--- config.mk ---
export PLATFORM = sky130hd
export DESIGN_NAME = tcc_ctrl
export DESIGN_NICKNAME = d
export VERILOG_FILES = /design/src/design/tcc_clkdiv.v /design/src/design/tcc_ctrl.v
export VERILOG_INCLUDE_DIRS = /design/src /design/src/design
export SDC_FILE = /design/constraint.sdc
export NUM_CORES = 1
export LEC_CHECK = 0
export ABC_CLOCK_PERIOD_IN_PS = 14700
export BUFFER_PORTS_ARGS = -buffer_cell sky130_fd_sc_hd__buf_2
export CAP_MARGIN = 20
export CORE_MARGIN = 5
export CORE_UTILIZATION = 30
export DETAILED_ROUTE_END_ITERATION = 10
export PLACE_DENSITY = 0.5
export RECOVER_POWER = 50
export SLEW_MARGIN = 20
export SYNTH_ARGS = -nofsm -noshare
export SYNTH_HDL_FRONTEND = slang
export SYNTH_SLANG_ARGS = --single-unit
--- constraint.sdc ---
create_clock -name CLK -period 14.7 [get_ports CLK]
set_input_delay 1.47 -clock CLK [delete_from_list [all_inputs] [get_ports CLK]]
set_output_delay 1.47 -clock CLK [all_outputs]
set_load 0.005 [all_outputs]
--- src/design/tcc_defs.vh ---
`ifndef TCC_DEFS_VH
`define TCC_DEFS_VH

// =====================================================
// Clock rates in kHz
`define TCC_SYS_KHZ 14'h2710
`define TCC_CCLK8_KHZ 14'h0fa0
`define TCC_CCLK12_KHZ 14'h07d0

// =====================================================
// Conversion sequence
`define TCC_SAMPLE_TICKS 2'h3
`define TCC_FILT_LAST 3'h6
`define TCC_MSB_IDX 4'hb
`define TCC_LSB8_IDX 4'h4
`define TCC_LSB12_IDX 4'h0
`define TCC_CODE_MID 12'h800
`define TCC_DIV3_MUL 16'haaab

// =====================================================
// Channel codes
`define TCC_CH_X 3'h0
`define TCC_CH_Y 3'h1
`define TCC_CH_Z1 3'h2
`define TCC_CH_Z2 3'h3
`define TCC_CH_TEMP_SINGLE 3'h4
`define TCC_CH_TEMP_RATIO 3'h5
`define TCC_CH_AUX 3'h6

// =====================================================
// Multiplexer input codes
`define TCC_MUX_XP 3'h0
`define TCC_MUX_YP 3'h1
`define TCC_MUX_YN 3'h2
`define TCC_MUX_TEMP_SINGLE 3'h3
`define TCC_MUX_TEMP_RATIO 3'h4
`define TCC_MUX_AUX 3'h5
`define TCC_MUX_NONE 3'h7

// =====================================================
// Reference codes
`define TCC_REF_SUPPLY 2'h0
`define TCC_REF_XPLATE 2'h1
`define TCC_REF_YPLATE 2'h2
`define TCC_REF_CROSS 2'h3

`endif

--- src/design/tcc_clkdiv.v ---
`timescale 1ns/10ps
`include "tcc_defs.vh"

module tcc_clkdiv #(
  parameter [13:0] SYS_KHZ = `TCC_SYS_KHZ,
  parameter [13:0] FAST_KHZ = `TCC_CCLK8_KHZ,
  parameter [13:0] SLOW_KHZ = `TCC_CCLK12_KHZ
) (
  input wire clk,
  input wire nrst,
  input wire mode8,
  output reg tick_ff
);

  reg [13:0] acc_ff;
  wire [13:0] inc;
  wire [14:0] sum;
  wire [14:0] wrap;
  reg [13:0] nxt_acc;
  reg nxt_tick;

  // =====================================================
  // Fractional divider of the internal clock
  assign inc = mode8 ? FAST_KHZ : SLOW_KHZ;
  assign sum = {1'b0, acc_ff} + {1'b0, inc};
  assign wrap = sum - {1'b0, SYS_KHZ};

  always @* begin
    if (sum >= {1'b0, SYS_KHZ}) begin
      nxt_acc = wrap[13:0];
      nxt_tick = 1'b1;
    end else begin
      nxt_acc = sum[13:0];
      nxt_tick = 1'b0;
    end
  end

  always @(posedge clk or negedge nrst) begin
    if (!nrst) begin
      acc_ff <= 14'h0000;
      tick_ff <= 1'b0;
    end else begin
      acc_ff <= nxt_acc;
      tick_ff <= nxt_tick;
    end
  end

endmodule

--- src/design/tcc_ctrl.v ---
`timescale 1ns/10ps
`include "tcc_defs.vh"

module tcc_ctrl (
  input wire CLK,
  input wire NRST,
  input wire CMD_VALID,
  input wire [2:0] CMD_CHAN,
  input wire CMD_DRV_ONLY,
  input wire CMD_MODE8,
  input wire CMD_FILT_BYPASS,
  input wire RESULT_READ,
  input wire COMP_IN,
  output reg BUSY,
  output reg [11:0] RESULT,
  output reg RESULT_VALID,
  output reg RESULT_8BIT,
  output reg [2:0] MUX_SEL,
  output reg [1:0] REF_SEL,
  output reg DRV_XP,
  output reg DRV_XN,
  output reg DRV_YP,
  output reg DRV_YN,
  output reg SAMPLE,
  output reg [11:0] DAC_CODE
);

  // =====================================================
  // States
  localparam [4:0] ST_IDLE = 5'h01;
  localparam [4:0] ST_SAMP = 5'h02;
  localparam [4:0] ST_CONV = 5'h04;
  localparam [4:0] ST_SORT = 5'h08;
  localparam [4:0] ST_AVG = 5'h10;

  reg [4:0] state_ff;
  reg mode8_ff;
  reg bypass_ff;
  reg comp_lat_ff;
  reg [1:0] samp_cnt_ff;
  reg [3:0] bit_idx_ff;
  reg [2:0] filt_cnt_ff;
  reg [2:0] pass_ff;
  reg [11:0] samp_ff [0:6];
  wire cclk_tick;

  // =====================================================
  // Converter clock
  tcc_clkdiv u_clkdiv (
    .clk(CLK),
    .nrst(NRST),
    .mode8(mode8_ff),
    .tick_ff(cclk_tick)
  );

  // =====================================================
  // Comparator latch
  // Comparator settles on DAC_CODE within one cycle
  // Two stages would miss the 2-cycle tick gaps of 8-bit mode
  always @(posedge CLK or negedge NRST) begin
    if (!NRST) begin
      comp_lat_ff <= 1'b0;
    end else begin
      comp_lat_ff <= COMP_IN;
    end
  end

  // =====================================================
  // Channel decode into drivers, mux and reference
  reg [2:0] nxt_mux;
  reg [1:0] nxt_ref;
  reg [3:0] nxt_drv;

  always @* begin
    nxt_mux = `TCC_MUX_NONE;
    nxt_ref = `TCC_REF_SUPPLY;
    nxt_drv = 4'h0;
    case (CMD_CHAN)
      `TCC_CH_X: begin
        nxt_mux = `TCC_MUX_YP;
        nxt_ref = `TCC_REF_XPLATE;
        nxt_drv = 4'hc;
      end
      `TCC_CH_Y: begin
        nxt_mux = `TCC_MUX_XP;
        nxt_ref = `TCC_REF_YPLATE;
        nxt_drv = 4'h3;
      end
      `TCC_CH_Z1: begin
        nxt_mux = `TCC_MUX_XP;
        nxt_ref = `TCC_REF_CROSS;
        nxt_drv = 4'h6;
      end
      `TCC_CH_Z2: begin
        nxt_mux = `TCC_MUX_YN;
        nxt_ref = `TCC_REF_CROSS;
        nxt_drv = 4'h6;
      end
      `TCC_CH_TEMP_SINGLE: begin
        nxt_mux = `TCC_MUX_TEMP_SINGLE;
      end
      `TCC_CH_TEMP_RATIO: begin
        nxt_mux = `TCC_MUX_TEMP_RATIO;
      end
      `TCC_CH_AUX: begin
        nxt_mux = `TCC_MUX_AUX;
      end
      default: begin
        nxt_mux = `TCC_MUX_NONE;
      end
    endcase
  end

  // =====================================================
  // Bit decision
  reg [11:0] nxt_code;
  reg [11:0] nxt_value;
  wire [3:0] last_idx;
  wire last_bit;
  wire [3:0] lower_idx;

  assign last_idx = mode8_ff ? `TCC_LSB8_IDX : `TCC_LSB12_IDX;
  assign last_bit = (bit_idx_ff == last_idx);
  assign lower_idx = bit_idx_ff - 4'h1;

  always @* begin
    nxt_code = DAC_CODE;
    nxt_code[bit_idx_ff] = comp_lat_ff;
    if (!last_bit) begin
      nxt_code[lower_idx] = 1'b1;
    end
    if (mode8_ff) begin
      nxt_value = {4'h0, nxt_code[11:4]};
    end else begin
      nxt_value = nxt_code;
    end
  end

  // =====================================================
  // Sorting pass and middle average
  reg [11:0] srt [0:6];
  reg [11:0] swap_tmp;
  reg [13:0] mid_sum;
  reg [29:0] mid_prod;
  integer i;
  integer j;

  always @* begin
    swap_tmp = 12'h000;
    for (i = 0; i < 7; i = i + 1) begin
      srt[i] = samp_ff[i];
    end
    for (i = 0; i < 6; i = i + 1) begin
      if ((i % 2) == pass_ff[0] && srt[i] > srt[i + 1]) begin
        swap_tmp = srt[i];
        srt[i] = srt[i + 1];
        srt[i + 1] = swap_tmp;
      end
    end
    mid_sum = {2'h0, samp_ff[2]} + {2'h0, samp_ff[3]} +
      {2'h0, samp_ff[4]};
    mid_prod = mid_sum * `TCC_DIV3_MUL;
  end

  // =====================================================
  // Sequencer
  wire take_cmd;
  wire conv_end;
  wire filt_end;
  reg done;
  reg [11:0] nxt_result;

  assign take_cmd = CMD_VALID && state_ff == ST_IDLE;
  assign conv_end = state_ff == ST_CONV && cclk_tick && last_bit;
  assign filt_end = state_ff == ST_AVG;

  always @* begin
    done = 1'b0;
    nxt_result = RESULT;
    if (conv_end && bypass_ff) begin
      done = 1'b1;
      nxt_result = nxt_value;
    end else if (filt_end) begin
      done = 1'b1;
      nxt_result = mid_prod[28:17];
    end
  end

  always @(posedge CLK or negedge NRST) begin
    if (!NRST) begin
      state_ff <= ST_IDLE;
      mode8_ff <= 1'b0;
      bypass_ff <= 1'b0;
      samp_cnt_ff <= 2'h0;
      bit_idx_ff <= `TCC_MSB_IDX;
      filt_cnt_ff <= 3'h0;
      pass_ff <= 3'h0;
      BUSY <= 1'b0;
      SAMPLE <= 1'b0;
      DAC_CODE <= 12'h000;
      MUX_SEL <= `TCC_MUX_NONE;
      REF_SEL <= `TCC_REF_SUPPLY;
      DRV_XP <= 1'b0;
      DRV_XN <= 1'b0;
      DRV_YP <= 1'b0;
      DRV_YN <= 1'b0;
      RESULT <= 12'h000;
      RESULT_8BIT <= 1'b0;
      for (j = 0; j < 7; j = j + 1) begin
        samp_ff[j] <= 12'h000;
      end
    end else begin
      case (state_ff)
        ST_IDLE: begin
          if (take_cmd) begin
            // Selection is only changed between conversions
            MUX_SEL <= nxt_mux;
            REF_SEL <= nxt_ref;
            DRV_XP <= nxt_drv[3];
            DRV_XN <= nxt_drv[2];
            DRV_YP <= nxt_drv[1];
            DRV_YN <= nxt_drv[0];
            mode8_ff <= CMD_MODE8;
            bypass_ff <= CMD_FILT_BYPASS;
            filt_cnt_ff <= 3'h0;
            if (!CMD_DRV_ONLY) begin
              state_ff <= ST_SAMP;
              BUSY <= 1'b1;
              samp_cnt_ff <= 2'h0;
            end
          end
        end
        ST_SAMP: begin
          SAMPLE <= 1'b1;
          if (cclk_tick) begin
            samp_cnt_ff <= samp_cnt_ff + 2'h1;
            if (samp_cnt_ff == `TCC_SAMPLE_TICKS - 2'h1) begin
              SAMPLE <= 1'b0;
              DAC_CODE <= `TCC_CODE_MID;
              bit_idx_ff <= `TCC_MSB_IDX;
              state_ff <= ST_CONV;
            end
          end
        end
        ST_CONV: begin
          if (cclk_tick) begin
            DAC_CODE <= nxt_code;
            bit_idx_ff <= lower_idx;
            if (last_bit) begin
              samp_ff[filt_cnt_ff] <= nxt_value;
              filt_cnt_ff <= filt_cnt_ff + 3'h1;
              samp_cnt_ff <= 2'h0;
              if (bypass_ff) begin
                state_ff <= ST_IDLE;
              end else if (filt_cnt_ff == `TCC_FILT_LAST) begin
                pass_ff <= 3'h0;
                state_ff <= ST_SORT;
              end else begin
                state_ff <= ST_SAMP;
              end
            end
          end
        end
        ST_SORT: begin
          for (j = 0; j < 7; j = j + 1) begin
            samp_ff[j] <= srt[j];
          end
          pass_ff <= pass_ff + 3'h1;
          if (pass_ff == `TCC_FILT_LAST) begin
            state_ff <= ST_AVG;
          end
        end
        ST_AVG: begin
          state_ff <= ST_IDLE;
        end
        default: begin
          state_ff <= ST_IDLE;
        end
      endcase
      if (done) begin
        RESULT <= nxt_result;
        RESULT_8BIT <= mode8_ff;
        BUSY <= 1'b0;
        DRV_XP <= 1'b0;
        DRV_XN <= 1'b0;
        DRV_YP <= 1'b0;
        DRV_YN <= 1'b0;
      end
    end
  end

  // =====================================================
  // Result flag, completion wins over read
  always @(posedge CLK or negedge NRST) begin
    if (!NRST) begin
      RESULT_VALID <= 1'b0;
    end else if (done) begin
      RESULT_VALID <= 1'b1;
    end else if (RESULT_READ) begin
      RESULT_VALID <= 1'b0;
    end
  end

endmodule

Word level (Yosys, flattened, before mapping)
Index checks and enable logic that the tools add are counted. Widths: inputs -> output; s select.

Bits in registers: 156. Output and inout bits: 37. Logic and storage cells: 200.

Add/subtract/negate cells: 8. Multiplexer cells: 83. Reductions and logical operators: 36. Equal/unequal tests: 27. Multipliers: 1. Magnitude comparators: 13. Bitwise logic cells: 3.

Operators with widths (number): $mux 84 (2); $pmux 84 s2 (1); $mux 24 (6); $mux 12 (9); $bwmux 84 (1); $gt 12x12->1 (6); $demux 12 s3 (1); $mux 5 (7); $mul 14x16->29 const B (1); $mux 1 (25); $mux 3 (8); $pmux 12 s2 (1); $mux 4 (5); $pmux 5 s4 (1); $pmux 3 s6 (1); $ne 2x2->1 const B (8); $reduce_and 4->1 (4); $add 14x12->15 (1); $eq 3x3->1 const B (5); $ge 15x14->1 const B (1); $add 13x12->14 (1); $mux 14 (1); $reduce_bool 2->1 (7); $sub 14x14->14 const B (1); 37 further kinds (67).

Logic depth before layout (Yosys ltp)
Gate-level depths: netlist (run 1).

Depth after elaboration: 19. Mapped depth: 55. Mapped depth without buffers: 49.

Cells and area by module
A second synthesis (run 1) with hierarchy kept.

Cell total of the unflattened synthesis: 1625. Area, all modules: 14729.1 µm².

Modules (own cells, without submodules): tcc_ctrl (cells an instance 1532, times used 1, sequential area each 3537.1 µm², area an instance 13809.5 µm²); tcc_clkdiv (cells an instance 93, times used 1, sequential area each 275.3 µm², area an instance 919.6 µm²).

Worst setup path before layout (run 1)
No wires, ideal clock.

Kind: reg2reg. Start: reg samp_ff[70] (netlist bit). End: reg samp_ff[10] (netlist bit). Slack: 3.695 ns. Cell stages (with the launch flop): 53. Arrival time: 10.879 ns. Setup time: 0.126 ns. Path through: dfrtp_1 inv_1 ha_1 nand4_1 nor3_1 a21boi_0 o31a_1 buf_2 mux2_2 ha_1 nand4_1 or2_2 a21oi_1 a211o_1 o221a_2 clkbuf_1 buf_2 mux2_2 [... 17 more ...] ha_1 a21o_1 a21o_1 a21oi_1 o211ai_1 nand2_2 buf_2 buf_1 mux2_2 ha_1 and4_1 nand2_1 a21oi_1 a2111oi_1 nor3_1 o21ai_1 buf_2 a221o_1.

Cells in the longest elaborated chain, start to end: 19. Elaborated cells on any way between the ends: 21.

RTL lines: start: declaration (line tcc_ctrl.v:44) `reg [11:0] samp_ff [0:6];`; start signal: indexed assignment (line tcc_ctrl.v:250) `samp_ff[filt_cnt_ff] <= nxt_value;`; start signal: indexed assignment (line tcc_ctrl.v:266) `samp_ff[j] <= srt[j];`; $gt 12x12->1 (line tcc_ctrl.v:154) `if ((i % 2) == pass_ff[0] && srt[i] > srt[i + 1]) begin`; $logic_and 1x1->1 (line tcc_ctrl.v:154); $mux 24 * (line tcc_ctrl.v:154); $gt 12x12->1 (line tcc_ctrl.v:154); $logic_and 1x1->1 (line tcc_ctrl.v:154); $mux 24 * (line tcc_ctrl.v:154); $gt 12x12->1 (line tcc_ctrl.v:154); $logic_and 1x1->1 (line tcc_ctrl.v:154); [... 3 more ...]; $mux 24 * (line tcc_ctrl.v:154); $gt 12x12->1 (line tcc_ctrl.v:154); $logic_and 1x1->1 (line tcc_ctrl.v:154); $mux 24 * (line tcc_ctrl.v:154); $gt 12x12->1 (line tcc_ctrl.v:154); $logic_and 1x1->1 (line tcc_ctrl.v:154); $ne 2x2->1 (no line); $reduce_and 4->1 (no line).

Every way passes the cells marked *; elsewhere a longest branch is shown, timed or not. The select of a mux whose other input is x is not followed. A chain may end at the register's enable or synchronous reset.

Final worst setup path (run 1)
Ends and elaborated chain as after synthesis.

==> metrics.md, run 1 <==
| Metric | Value |
|---|---|
| Fraction of registers with async set/reset | `between 90% and 100%` |
| Arrival time worst endpoint | `13.60 ns` |
| Vias in the first global route | `12360` |
| Seq cells post-synth | `between 150 and 200` |
| CTS tree | `done` |
| Area growth, synth to finish | `9.619%` |
| Cells on Worst Hold Path | `1` |
| Hold path endpoint | `REF_SEL[1]` |
| GRT Total Usage | `16.67%` |
| Clk_lat worst skew | `0.44 ns` |
| Leak | `slightly below 8 nW` |
| Post-cts resize count | `0` |
| RR Endpoint | `samp_ff[10]` |
| Failing checks | `capacitance limit, slew limit` |
| Clock network power share | `between 30% and 40%` |
| Minimum clock period | `13.22 ns` |
| Netlist cell types | `between 80 and 90` |
| Syn Std Cell Area | `around 15000 µm²` |
| Clk sink count | `roughly 150` |
| Placeable Area | `approximately 48000 µm²` |
| Number of buffers created by CTS | `17` |
| Post-synthesis compound-gate area fraction | `a little over a fifth` |
| Simple-gate area share of the yosys netlist | `about an eighth` |
| Overflow after GRT | `0` |
| Via count | `12240` |
| Post-Syn Nets | `around 1900` |
| Largest net degree at the start of global routing | `approximately 90` |
| Clock root cell | `clkbuf_16` |
| Int Pwr | `around 0.94 mW` |
| Fin nets | `about 1900` |
| Main combinational cell family by area after synthesis | `adder cells` |
| Final Hold Fails | `0` |
| Share of the synthesized area in the top cell type | `around a quarter` |
| Mapped Avg Cell Area | `around 9 µm²` |
| Final worst-path cycle share | `around 90%` |
| Status | `finished with violations` |
| Final setup TNS | `0 ns` |
| Synth top area cells | `dfrtp_1 25%, ha_1 17%, fa_1 9.5%, inv_1 4.7%, a21oi_1 3.9%` |
| Die W | `roughly 230 µm` |
| # DRC | `0` |
| Highest clock rate | `roughly 0.076 GHz` |
| Crit Path Max Fanout | `43` |
| DRT antenna net count | `0` |
| Sequential element share of the synthesized area | `26.12%` |
| RSZ-0062 raised after global routing | `false` |
| Post-DP HPWL | `between 30 and 40 mm` |
| Fin. max-slew vios | `approximately 160` |
| Critical path's slowest cell | `o21ai_1` |
| Clk_skew | `0.01056 ns` |
| Vias per inst | `between 5 and 6` |
| Power Dens Cells | `96.73 nW/µm²` |
| DP Area | `15440 µm²` |
| Initial antenna violation count | `0` |
| Flop pwr share | `around a third` |
| NetSw | `around 0.61 mW` |
| Post-synthesis xor/xnor area fraction | `~2.1%` |
| Fillers | `roughly 5000` |
| Synth top cells by count | `193 x ha_1, 184 x inv_1, 145 x dfrtp_1` |
| Reg clk slew, reported paths | `around 0.070 ns` |
| Startpoint class of the critical path | `register` |
| Count leader, synth | `ha_1` |
| # rows | `80` |
| Min-delay worst type | `reg2reg` |
| R2r setup slk | `between 1 and 1.5 ns` |
| Cell count after synthesis | `roughly 1600` |
| Worst EP required | `around 15 ns` |
| Ys Warns | `0` |
| Post-synth EDFFs | `0` |
| Design area | `around 16000 µm²` |
| Wire length per cell | `approximately 20 µm` |
| Switch share | `between 30% and 40%` |
| Chip Height | `230.6 µm` |
| Clock tree buffer depth | `2` |
| Most used DFF post-synth | `dfrtp_1` |
| Endpoint class of the critical path | `register` |
| Initial DRT Pass Iterations | `8` |
| Worst rel slew slack | `-242.5%` |
| Die area | `~53000 µm²` |
| Worst vdd ir | `about 0.16 mV` |
| Global-route wire length before repair | `between 70 and 80 mm` |
| Adder-cell area share of the yosys netlist | `roughly a quarter` |
| Logic pwr share | `36.1%` |
| Initial core utilization | `30.44%` |
| Worst R2R Start | `samp_ff[70]` |
| DRT iter0 DRCs | `around 970` |
| Slowest cell delay on critical path | `between 0.7 and 0.8 ns` |
| CTS H-tree depth | `4` |
| Area leader, netlist | `dfrtp_1` |
| Routed wire length | `44.38 mm` |
| Slew at the pin with the worst max-slew slack | `between 5 and 6 ns` |
| I/O pin count | `48` |
| Final worst slack | `approximately 1.5 ns` |
| Pre-CTS setup slack | `~1.6 ns` |
| Count of buffers from port buffering | `47` |
| GPL Wtd Cong | `between 0.9 and 1` |
| # setup viols final | `0` |
| Post-synthesis mux area share | `between 4 and 5%` |
| R2R depth | `44` |
| Share of cells above drive strength 1 | `roughly 7.4%` |
| ANT cells | `0` |
| Setup bufs post-CTS | `0` |
| Crit Path Category | `reg2reg` |
| # hold bufs at CTS | `0` |
| Max Cap Viol | `2` |
| Hold Startpoint | `REF_SEL[1]` |
## metal layers
metal / vias up / part of all wire, % / track usage (%)
li1: 5841 / - / -
met1: 5970 / 46 / 23.24
met2: 348 / 46 / 26.81
met3: 76 / 4.9 / 2.286
met4: 0 / 2.9 / 5.492
met5: - / 0 / 0
## flip-flops by register name, indices dropped and copies added (netlist names), 2 cells and up
signal and count:
pass_ff 3, RESULT 12, DAC_CODE 12, MUX_SEL 3, REF_SEL 2, samp_ff 84
samp_cnt_ff 2, filt_cnt_ff 3, bit_idx_ff 4, state_ff 5, u_clkdiv.acc_ff 10
## cells in the final DEF (no fill, tap or decap), drive strengths merged, types with 11 or more instances in the layout
master | netlist | routed
nor3 | 25 | 25
xnor2 | 16 | 16
buf | 29 | 31
mux2i | 39 | 39
nand3 | 19 | 19
nor2b | 19 | 19
nand4 | 16 | 16
a221o | 21 | 21
a22oi | 11 | 11
fa | 69 | 69
ha | 193 | 193
nand2 | 111 | 111
o211ai | 15 | 15
a21oi | 115 | 115
clkbuf | 34 | 51
dfrtp | 145 | 145
a22o | 11 | 11
o21a | 18 | 18
xor2 | 16 | 16
a21o | 35 | 35
a221oi | 11 | 11
a31oi | 19 | 19
inv | 185 | 189
mux2 | 27 | 27
o22ai | 32 | 32
o21ai | 96 | 96
nor2 | 143 | 143
## cells by family (layout without fill, tap and decap cells)
family,after synthesis,in the layout
AO/OA/AOI/OAI,458,458
buffers and inverters,248,276
adder cells (fa/ha/maj),262,262
flip-flops,152,152
multiplexers,66,66
XOR/XNOR,33,33
AND/OR/NAND/NOR,406,406
## power groups by stage
stage          logic [mW]  registers, mW  clock network [mW]
2_1_floorplan       0.393          0.505                   0
3_3_place_gp        0.551          0.529                   0
3_5_place_dp        0.558          0.531                   0
4_1_cts             0.561          0.523               0.474
5_1_grt             0.617          0.530               0.488
6_report            0.559          0.523               0.465
## metrics by stage
step | utilization [%] | cells | hold slack [ns] | total power, mW
3_3_place_gp | 32.19 | 2236 | 0.4591 | 1.080
6_report | 33.37 | 2268 | 0.4791 | 1.547
4_1_cts | 33.45 | 2268 | 0.4814 | 1.558
5_1_grt | 33.37 | 2268 | 0.4953 | 1.635
2_1_floorplan | - | 1625 | 0.4663 | 0.8984
3_5_place_dp | 32.21 | 2236 | 0.4661 | 1.089
## cell type report
| cell class | instances | area [µm²] | share of cell area [%] |
|---|---|---|---|
| timing repair buffer | 59 | 287.8 | 1.799 |
| clock buffer | 23 | 457.9 | 2.863 |
| inverter | 185 | 694.4 | 4.341 |
| multi-input combinational | 1225 | 9838 | 61.50 |
| clock inverter | 9 | 137.6 | 0.8603 |
| tap | 615 | 769.5 | 4.810 |
| sequential | 152 | 3812 | 23.83 |
## worst max path at each step
stage	end	cells after the start	startpoint
detailed placement	samp_ff[8]	44	samp_ff[71]
CTS	samp_ff[3]	44	samp_ff[71]
floorplan	samp_ff[10]	52	samp_ff[70]
global route	samp_ff[3]	44	samp_ff[70]
finish	samp_ff[10]	44	samp_ff[70]
global placement	samp_ff[6]	43	samp_ff[71]
## worst max-delay path: cells and delay by family, from the launching register on
kind	cells	cell delay (ns)
AOI/OAI and AO/OA	25	7.85
adders and majority gates	6	1.93
and+or+nand+nor	8	1.83
muxes	2	0.82
DFF	1	0.37
buffers and inverters	3	0.35
Note: power is estimated with default switching activity, not from simulation.
==> run 2: changes to the inputs <==
--- a/config.mk
+++ b/config.mk
@@ -13,7 +13,8 @@
 export CORE_UTILIZATION = 30
 export DETAILED_ROUTE_END_ITERATION = 10
 export PLACE_DENSITY = 0.5
-export RECOVER_POWER = 50
+export RECOVER_POWER = 100
+export SKIP_CTS_REPAIR_TIMING = 1
 export SLEW_MARGIN = 20
 export SYNTH_ARGS = -nofsm -noshare
 export SYNTH_HDL_FRONTEND = slang
==> run 2 against run 1 <==
Against the previous run:
- utilization decreased by 0.057 points
- sequential power about the same
- critical path depth unchanged
- the flow still finishes with violations (capacitance limit, slew limit)
- cell count unchanged
- sequential share of layout area about the same
- highest routed layer unchanged
- routed wire length about the same
- combinational power decreased by 0.7%
- cell area decreased by 0.17%
- critical endpoint unchanged
- clock skew decreased by 0.0012 ns
- global-route usage unchanged
==> metrics.md, run 2 (synthesis results as in run 1) <==
| Metric | Value |
|---|---|
| Status | `finished with violations` |
| Failing checks | `capacitance limit, slew limit` |
| Most common cell after layout, fill and taps aside | `ha_1` |
| Clk sink count | `between 150 and 200` |
| Met1 WL | `~21 mm` |
| Highest clock rate | `between 0.07 and 0.08 GHz` |
| Reg clk slew, reported paths | `roughly 0.070 ns` |
| Worst EP required | `about 15 ns` |
| Post-DP HPWL | `between 30 and 40 mm` |
| Final worst-path cycle share | `roughly 91%` |
| Vias per inst | `approximately 5.4` |
| Overflow after GRT | `0` |
| Clk_skew | `about 0.0093 ns` |
| Design Power | `around 1.5 mW` |
| Largest registers | `samp_ff: 84 flops, DAC_CODE: 12 flops, RESULT: 12 flops` |
| Placed Cells | `around 2200` |
| R2r setup slk | `1.29 ns` |
| Min-delay worst type | `reg2reg` |
| Initial antenna violation count | `0` |
| Layout Utilization | `33.31%` |
| Die W | `roughly 230 µm` |
| Fin nets | `1913` |
| Max reg flops | `84` |
| Power Dens Cells | `slightly below 100 nW/µm²` |
| Slew at the pin with the worst max-slew slack | `5.100 ns` |
| Slowest cell delay on critical path | `between 0.7 and 0.8 ns` |
| Clock tree buffer depth | `2` |
| Initial DRT Pass Iterations | `6` |
| Chip Height | `~230 µm` |
| Final worst slack | `1.288 ns` |
| DRT antenna net count | `0` |
| Number of buffers created by CTS | `17` |
| CTS tree | `done` |
| RR Endpoint | `samp_ff[10]` |
| Via count | `around 12000` |
| I/O pin count | `48` |
| Biggest register | `samp_ff` |
| CTS H-tree depth | `4` |
| Hold slack final | `0.4787 ns` |
| Crit Path Max Fanout | `between 40 and 50` |
| Fin. max-slew vios | `~170` |
| Worst rel slew slack | `-240.0%` |
| Largest net degree at the start of global routing | `88` |
| Arrival time worst endpoint | `13.78 ns` |
| Hold Startpoint | `MUX_SEL[2]` |
| Met2 WL | `between 20 and 25 mm` |
| # setup viols final | `0` |
| Highest routed layer | `met4` |
| Clock root cell | `clkbuf_16` |
| Design area | `~16000 µm²` |
| Startpoint class of the critical path | `register` |
| Fin cells | `approximately 2300` |
| Die area | `between 50000 and 60000 µm²` |
| GRT Total Usage | `about 17%` |
| Endpoint class of the critical path | `register` |
| Minimum clock period | `around 13 ns` |
| R2R depth | `44` |
| Worst vdd ir | `0.1660 mV` |
| Most frequent cells in the layout | `193 x ha_1, 184 x inv_1, 145 x dfrtp_1` |
| Clk_lat worst skew | `~0.44 ns` |
| Hold path endpoint | `MUX_SEL[2]` |
| Final Hold Fails | `0` |
| Final setup TNS | `0 ns` |
| Placeable Area | `around 48000 µm²` |
| Count of buffers from port buffering | `47` |
| # rows | `80` |
| GPL Wtd Cong | `between 0.9 and 1` |
| Worst R2R Start | `samp_ff[70]` |
| Critical path's slowest cell | `o21ai_1` |
| Routed met3 length | `around 2.2 mm` |
| DP Area | `roughly 15000 µm²` |
| Share of cells above drive strength 1 | `under 10%` |
| Routed wire length | `~44 mm` |
| Cells on Worst Hold Path | `2` |
| Area growth, synth to finish | `9.431%` |
| Vias in the first global route | `12360` |
| Pre-CTS setup slack | `about 1.6 ns` |
| DRT iter0 DRCs | `roughly 910` |
| Wire length per cell | `roughly 20 µm` |
| Crit Path Category | `reg2reg` |
| ANT cells | `0` |
| # DRC | `0` |
| Max Cap Viol | `4` |
| Initial core utilization | `a little over 30%` |
| Leak | `7.833 nW` |
| Global-route wire length before repair | `71.01 mm` |
| RSZ-0062 raised after global routing | `false` |
[run 2: cell count changes in the layout (fill, tap and decap cells not counted), moves of 2 or more]
cell	change
and2_0	+4
clkbuf_1	+2
mux2i_1	+2
o21ai_0	+2
buf_4	-2
and2_1	-4
mux2i_2	-2
[run 2: worst max-delay path: cells and delay by family (launching register included)]
family | cells | cell delay [ns]
adders and majority gates | 6 | 1.92
DFF | 1 | 0.37
muxes | 2 | 0.80
and+or+nand+nor | 8 | 1.83
AOI/OAI and AO/OA | 25 | 8.02
buffers and inverters | 3 | 0.36
[run 2: worst max path at each step]
| stage | to | slack, ns | cells after the start | from |
|---|---|---|---|---|
| floorplan | samp_ff[10] | 3.69 | 52 | samp_ff[70] |
| global placement | samp_ff[6] | 2.13 | 43 | samp_ff[71] |
| detailed placement | samp_ff[8] | 1.63 | 44 | samp_ff[71] |
| CTS | samp_ff[3] | 1.60 | 44 | samp_ff[71] |
| global route | samp_ff[3] | 0.23 | 44 | samp_ff[70] |
| finish | samp_ff[10] | 1.29 | 44 | samp_ff[70] |
[run 2: layout make-up]
type / count / area [µm²]
multi-input combinational: 1225 / 9818
inverter: 185 / 694.4
tap: 615 / 769.5
clock inverter: 9 / 137.6
sequential: 152 / 3812
timing repair buffer: 59 / 280.3
fill: 4979 / 31980
clock buffer: 23 / 457.9
[run 2: per-layer routing]
metal / GRT usage (%) / vias up
met5: 0 / -
met4: 5.492 / 0
met3: 2.286 / 78
met2: 26.81 / 357
met1: 23.24 / 5983
li1: - / 5837
[run 2: power breakdown]
part	switching [mW]	internal, mW	total [mW]
logic	0.363	0.191	0.555
registers	0.0537	0.469	0.523
clock network	0.189	0.274	0.463
total	0.606	0.935	1.54
==> run 3: changes to the inputs <==
--- a/config.mk
+++ b/config.mk
@@ -6,12 +6,15 @@
 export SDC_FILE = /design/constraint.sdc
 export NUM_CORES = 1
 export LEC_CHECK = 0
+export ABC_AREA = 1
 export ABC_CLOCK_PERIOD_IN_PS = 14700
 export BUFFER_PORTS_ARGS = -buffer_cell sky130_fd_sc_hd__buf_2
 export CAP_MARGIN = 20
 export CORE_MARGIN = 5
 export CORE_UTILIZATION = 30
+export CTS_BUF_LIST = sky130_fd_sc_hd__clkbuf_8 sky130_fd_sc_hd__clkbuf_16
 export DETAILED_ROUTE_END_ITERATION = 10
+export GPL_TIMING_DRIVEN = 0
 export PLACE_DENSITY = 0.5
 export RECOVER_POWER = 100
 export SKIP_CTS_REPAIR_TIMING = 1
==> run 3 against run 2 <==
Against the previous run:
- clock skew is 0.0080 ns higher
- clock-buffer cell count down 4
- the flow still finishes with violations (capacitance limit, slew limit)
- die area increased by 7.3%
- register-to-register slack improved by 1.6 ns
- sequential share of layout area decreased by 1.8 points
- first-iteration DRC count shrank 3.3%
==> metrics.md, run 3 <==
| Metric | Value |
|---|---|
| Via count | `roughly 15000` |
| Netlist cell types | `57` |
| Vias per inst | `just under 5` |
| GPL Wtd Cong | `about 0.91` |
| Largest delay share family, worst path | `simple AND/OR/NAND/NOR gates` |
| Startpoint class of the critical path | `register` |
| Fin nets | `2519` |
| Most frequent cells in the layout | `523 x nand2_1, 358 x inv_1, 193 x ha_1` |
| Sequential element share of the synthesized area | `approximately 24%` |
| Pre-CTS setup slack | `roughly 3.5 ns` |
| Placeable Area | `about 52000 µm²` |
| Cells on Worst Hold Path | `1` |
| Highest clock rate | `0.08483 GHz` |
| Seq cells post-synth | `~150` |
| Initial DRT Pass Iterations | `7` |
| Min-delay worst type | `reg2reg` |
| Overflow after GRT | `0` |
| Minimum clock period | `11.79 ns` |
| Slew at the pin with the worst max-slew slack | `~4.8 ns` |
| Initial core utilization | `30.42%` |
| Cell count after synthesis | `~2200` |
| Max reg flops | `84` |
| Biggest register | `samp_ff` |
| Final Hold Fails | `0` |
| Synth top area cells | `dfrtp_1 23%, ha_1 15%, nand2_1 12%, fa_1 8.8%, inv_1 8.3%` |
| Most common cell after layout, fill and taps aside | `nand2_1` |
| # setup viols final | `0` |
| Worst R2R Start | `samp_ff[71]` |
| Number of buffers created by CTS | `17` |
| Ys Warns | `0` |
| Status | `finished with violations` |
| CTS H-tree depth | `4` |
| Clock root cell | `clkbuf_16` |
| Fillers | `between 5000 and 6000` |
| DRT antenna net count | `0` |
| I/O pin count | `48` |
| RR Endpoint | `samp_ff[3]` |
| Final worst-path cycle share | `between 80% and 90%` |
| Clk sink count | `roughly 150` |
| Wire length per cell | `16.65 µm` |
| Hold Startpoint | `bypass_ff` |
| Most used DFF post-synth | `dfrtp_1` |
| Vias in the first global route | `~14000` |
| Share of the synthesized area in the top cell type | `a little under a quarter` |
| # rows | `slightly above 80` |
| Clk_lat worst skew | `approximately 0.45 ns` |
| Hold path endpoint | `state_ff[3]` |
| Die area | `between 50000 and 60000 µm²` |
| Most frequent CP cell | `nand2_1` |
| Critical path's slowest cell | `nor2_1` |
| Endpoint class of the critical path | `register` |
| DP Area | `about 17000 µm²` |
| Post-Syn Nets | `approximately 2500` |
| Fraction of registers with async set/reset | `100.0%` |
| Crit Path Category | `reg2reg` |
| Clock tree buffer depth | `2` |
| Count of buffers from port buffering | `47` |
| Hold slack final | `about 0.48 ns` |
| Buf/Inv on CP | `12` |
| Initial antenna violation count | `1` |
| Reg clk slew, reported paths | `~0.060 ns` |
| Mapped Avg Cell Area | `7.209 µm²` |
| Max Cap Viol | `3` |
| Worst EP required | `15.02 ns` |
| Synth top cells by count | `519 x nand2_1, 348 x inv_1, 193 x ha_1` |
| Chip Height | `about 240 µm` |
| Area growth, synth to finish | `10.25%` |
| Post-synth EDFFs | `0` |
| Routed wire length | `between 40 and 50 mm` |
| Final setup TNS | `0 ns` |
| Arrival time worst endpoint | `approximately 12 ns` |
| Final worst slack | `a little under 3 ns` |
| Largest registers | `samp_ff: 84 flops, DAC_CODE: 12 flops, RESULT: 12 flops` |
| Syn Std Cell Area | `15700 µm²` |
| Fin. max-slew vios | `about 160` |
| Clk_skew | `0.01739 ns` |
| Crit. path cell count | `65` |
| R2r setup slk | `2.91 ns` |
| Worst rel slew slack | `-221.8%` |
| Global-route wire length before repair | `77.84 mm` |
| Die W | `between 200 and 250 µm` |
| DRT iter0 DRCs | `884` |
| CTS tree | `done` |
| Share of cells above drive strength 1 | `about 4.3%` |
| Failing checks | `capacitance limit, slew limit` |
| Count leader, synth | `nand2_1` |
| R2R depth | `65` |
| Area leader, netlist | `dfrtp_1` |
| Crit Path Max Fanout | `10` |
| GRT Total Usage | `between 10% and 20%` |
| Largest net degree at the start of global routing | `slightly below 90` |
| Design area | `17310 µm²` |
| RSZ-0062 raised after global routing | `false` |
| Slowest cell delay on critical path | `0.51 ns` |
| # DRC | `0` |
| Post-DP HPWL | `around 40 mm` |
==> run 3: cell count changes after synthesis, moves of 15 or more <==
| cell | previous run | this run |
|---|---|---|
| mux2_2 | 27 | 0 |
| a21o_1 | 35 | 3 |
| mux2i_1 | 36 | 0 |
| a21oi_1 | 115 | 130 |
| o21ai_0 | 90 | 169 |
| nor2b_1 | 19 | 0 |
| nand2_1 | 109 | 519 |
| a21boi_1 | 1 | 20 |
| inv_1 | 184 | 348 |
| a221o_1 | 21 | 0 |
| nand3_1 | 19 | 148 |
==> run 3: layout make-up <==
class,instances,area (µm²),share of cell area [%]
tap,680,850.8,4.915
antenna,1,2.502,0.01446
sequential,152,3812,22.02
buffer,61,265.3,1.532
inverter,365,1370,7.915
clock buffer,19,452.9,2.617
clock inverter,13,153.9,0.8890
timing repair buffer,49,222.7,1.287
multi-input combinational,1600,10180,58.81
==> run 3: per-layer routing <==
metal	share of wire [%]	vias up	track usage [%]
met3	3.8	83	1.869
met5	0	-	0
li1	-	7240	-
met2	47	341	28.71
met4	3.5	0	6.435
met1	46	6865	22.66
==> run 3: kinds of logic after synthesis <==
family	Yosys count	synth area share, %
flops	152	24.28
xor+xnor	33	1.841
fa+ha+maj	262	24.18
compound gates	431	15.67
buf+inv	426	10.46
simple gates	874	23.57
==> run 3: metrics by stage <==
stage                     util (%)  instances
final                        33.54       2940
after global routing         33.53       2939
after CTS                    33.82       2939
after detailed placement     32.65       2907
after global placement       32.53       2905
after floorplan                  -       2178
==> run 3: worst max path at each step <==
| stage | from | endpoint | slack (ns) |
|---|---|---|---|
| floorplan | samp_ff[71] | samp_ff[10] | 6.00 |
| global placement | samp_ff[71] | samp_ff[9] | 3.51 |
| detailed placement | samp_ff[71] | samp_ff[10] | 3.55 |
| CTS | samp_ff[71] | samp_ff[3] | 3.48 |
| global route | samp_ff[71] | samp_ff[6] | 1.41 |
| finish | samp_ff[71] | samp_ff[3] | 2.91 |
Power of run 3 is left out: the tool's default activity adds up to more than one toggle a clock period on the data nets, which glitch-free logic cannot reach.
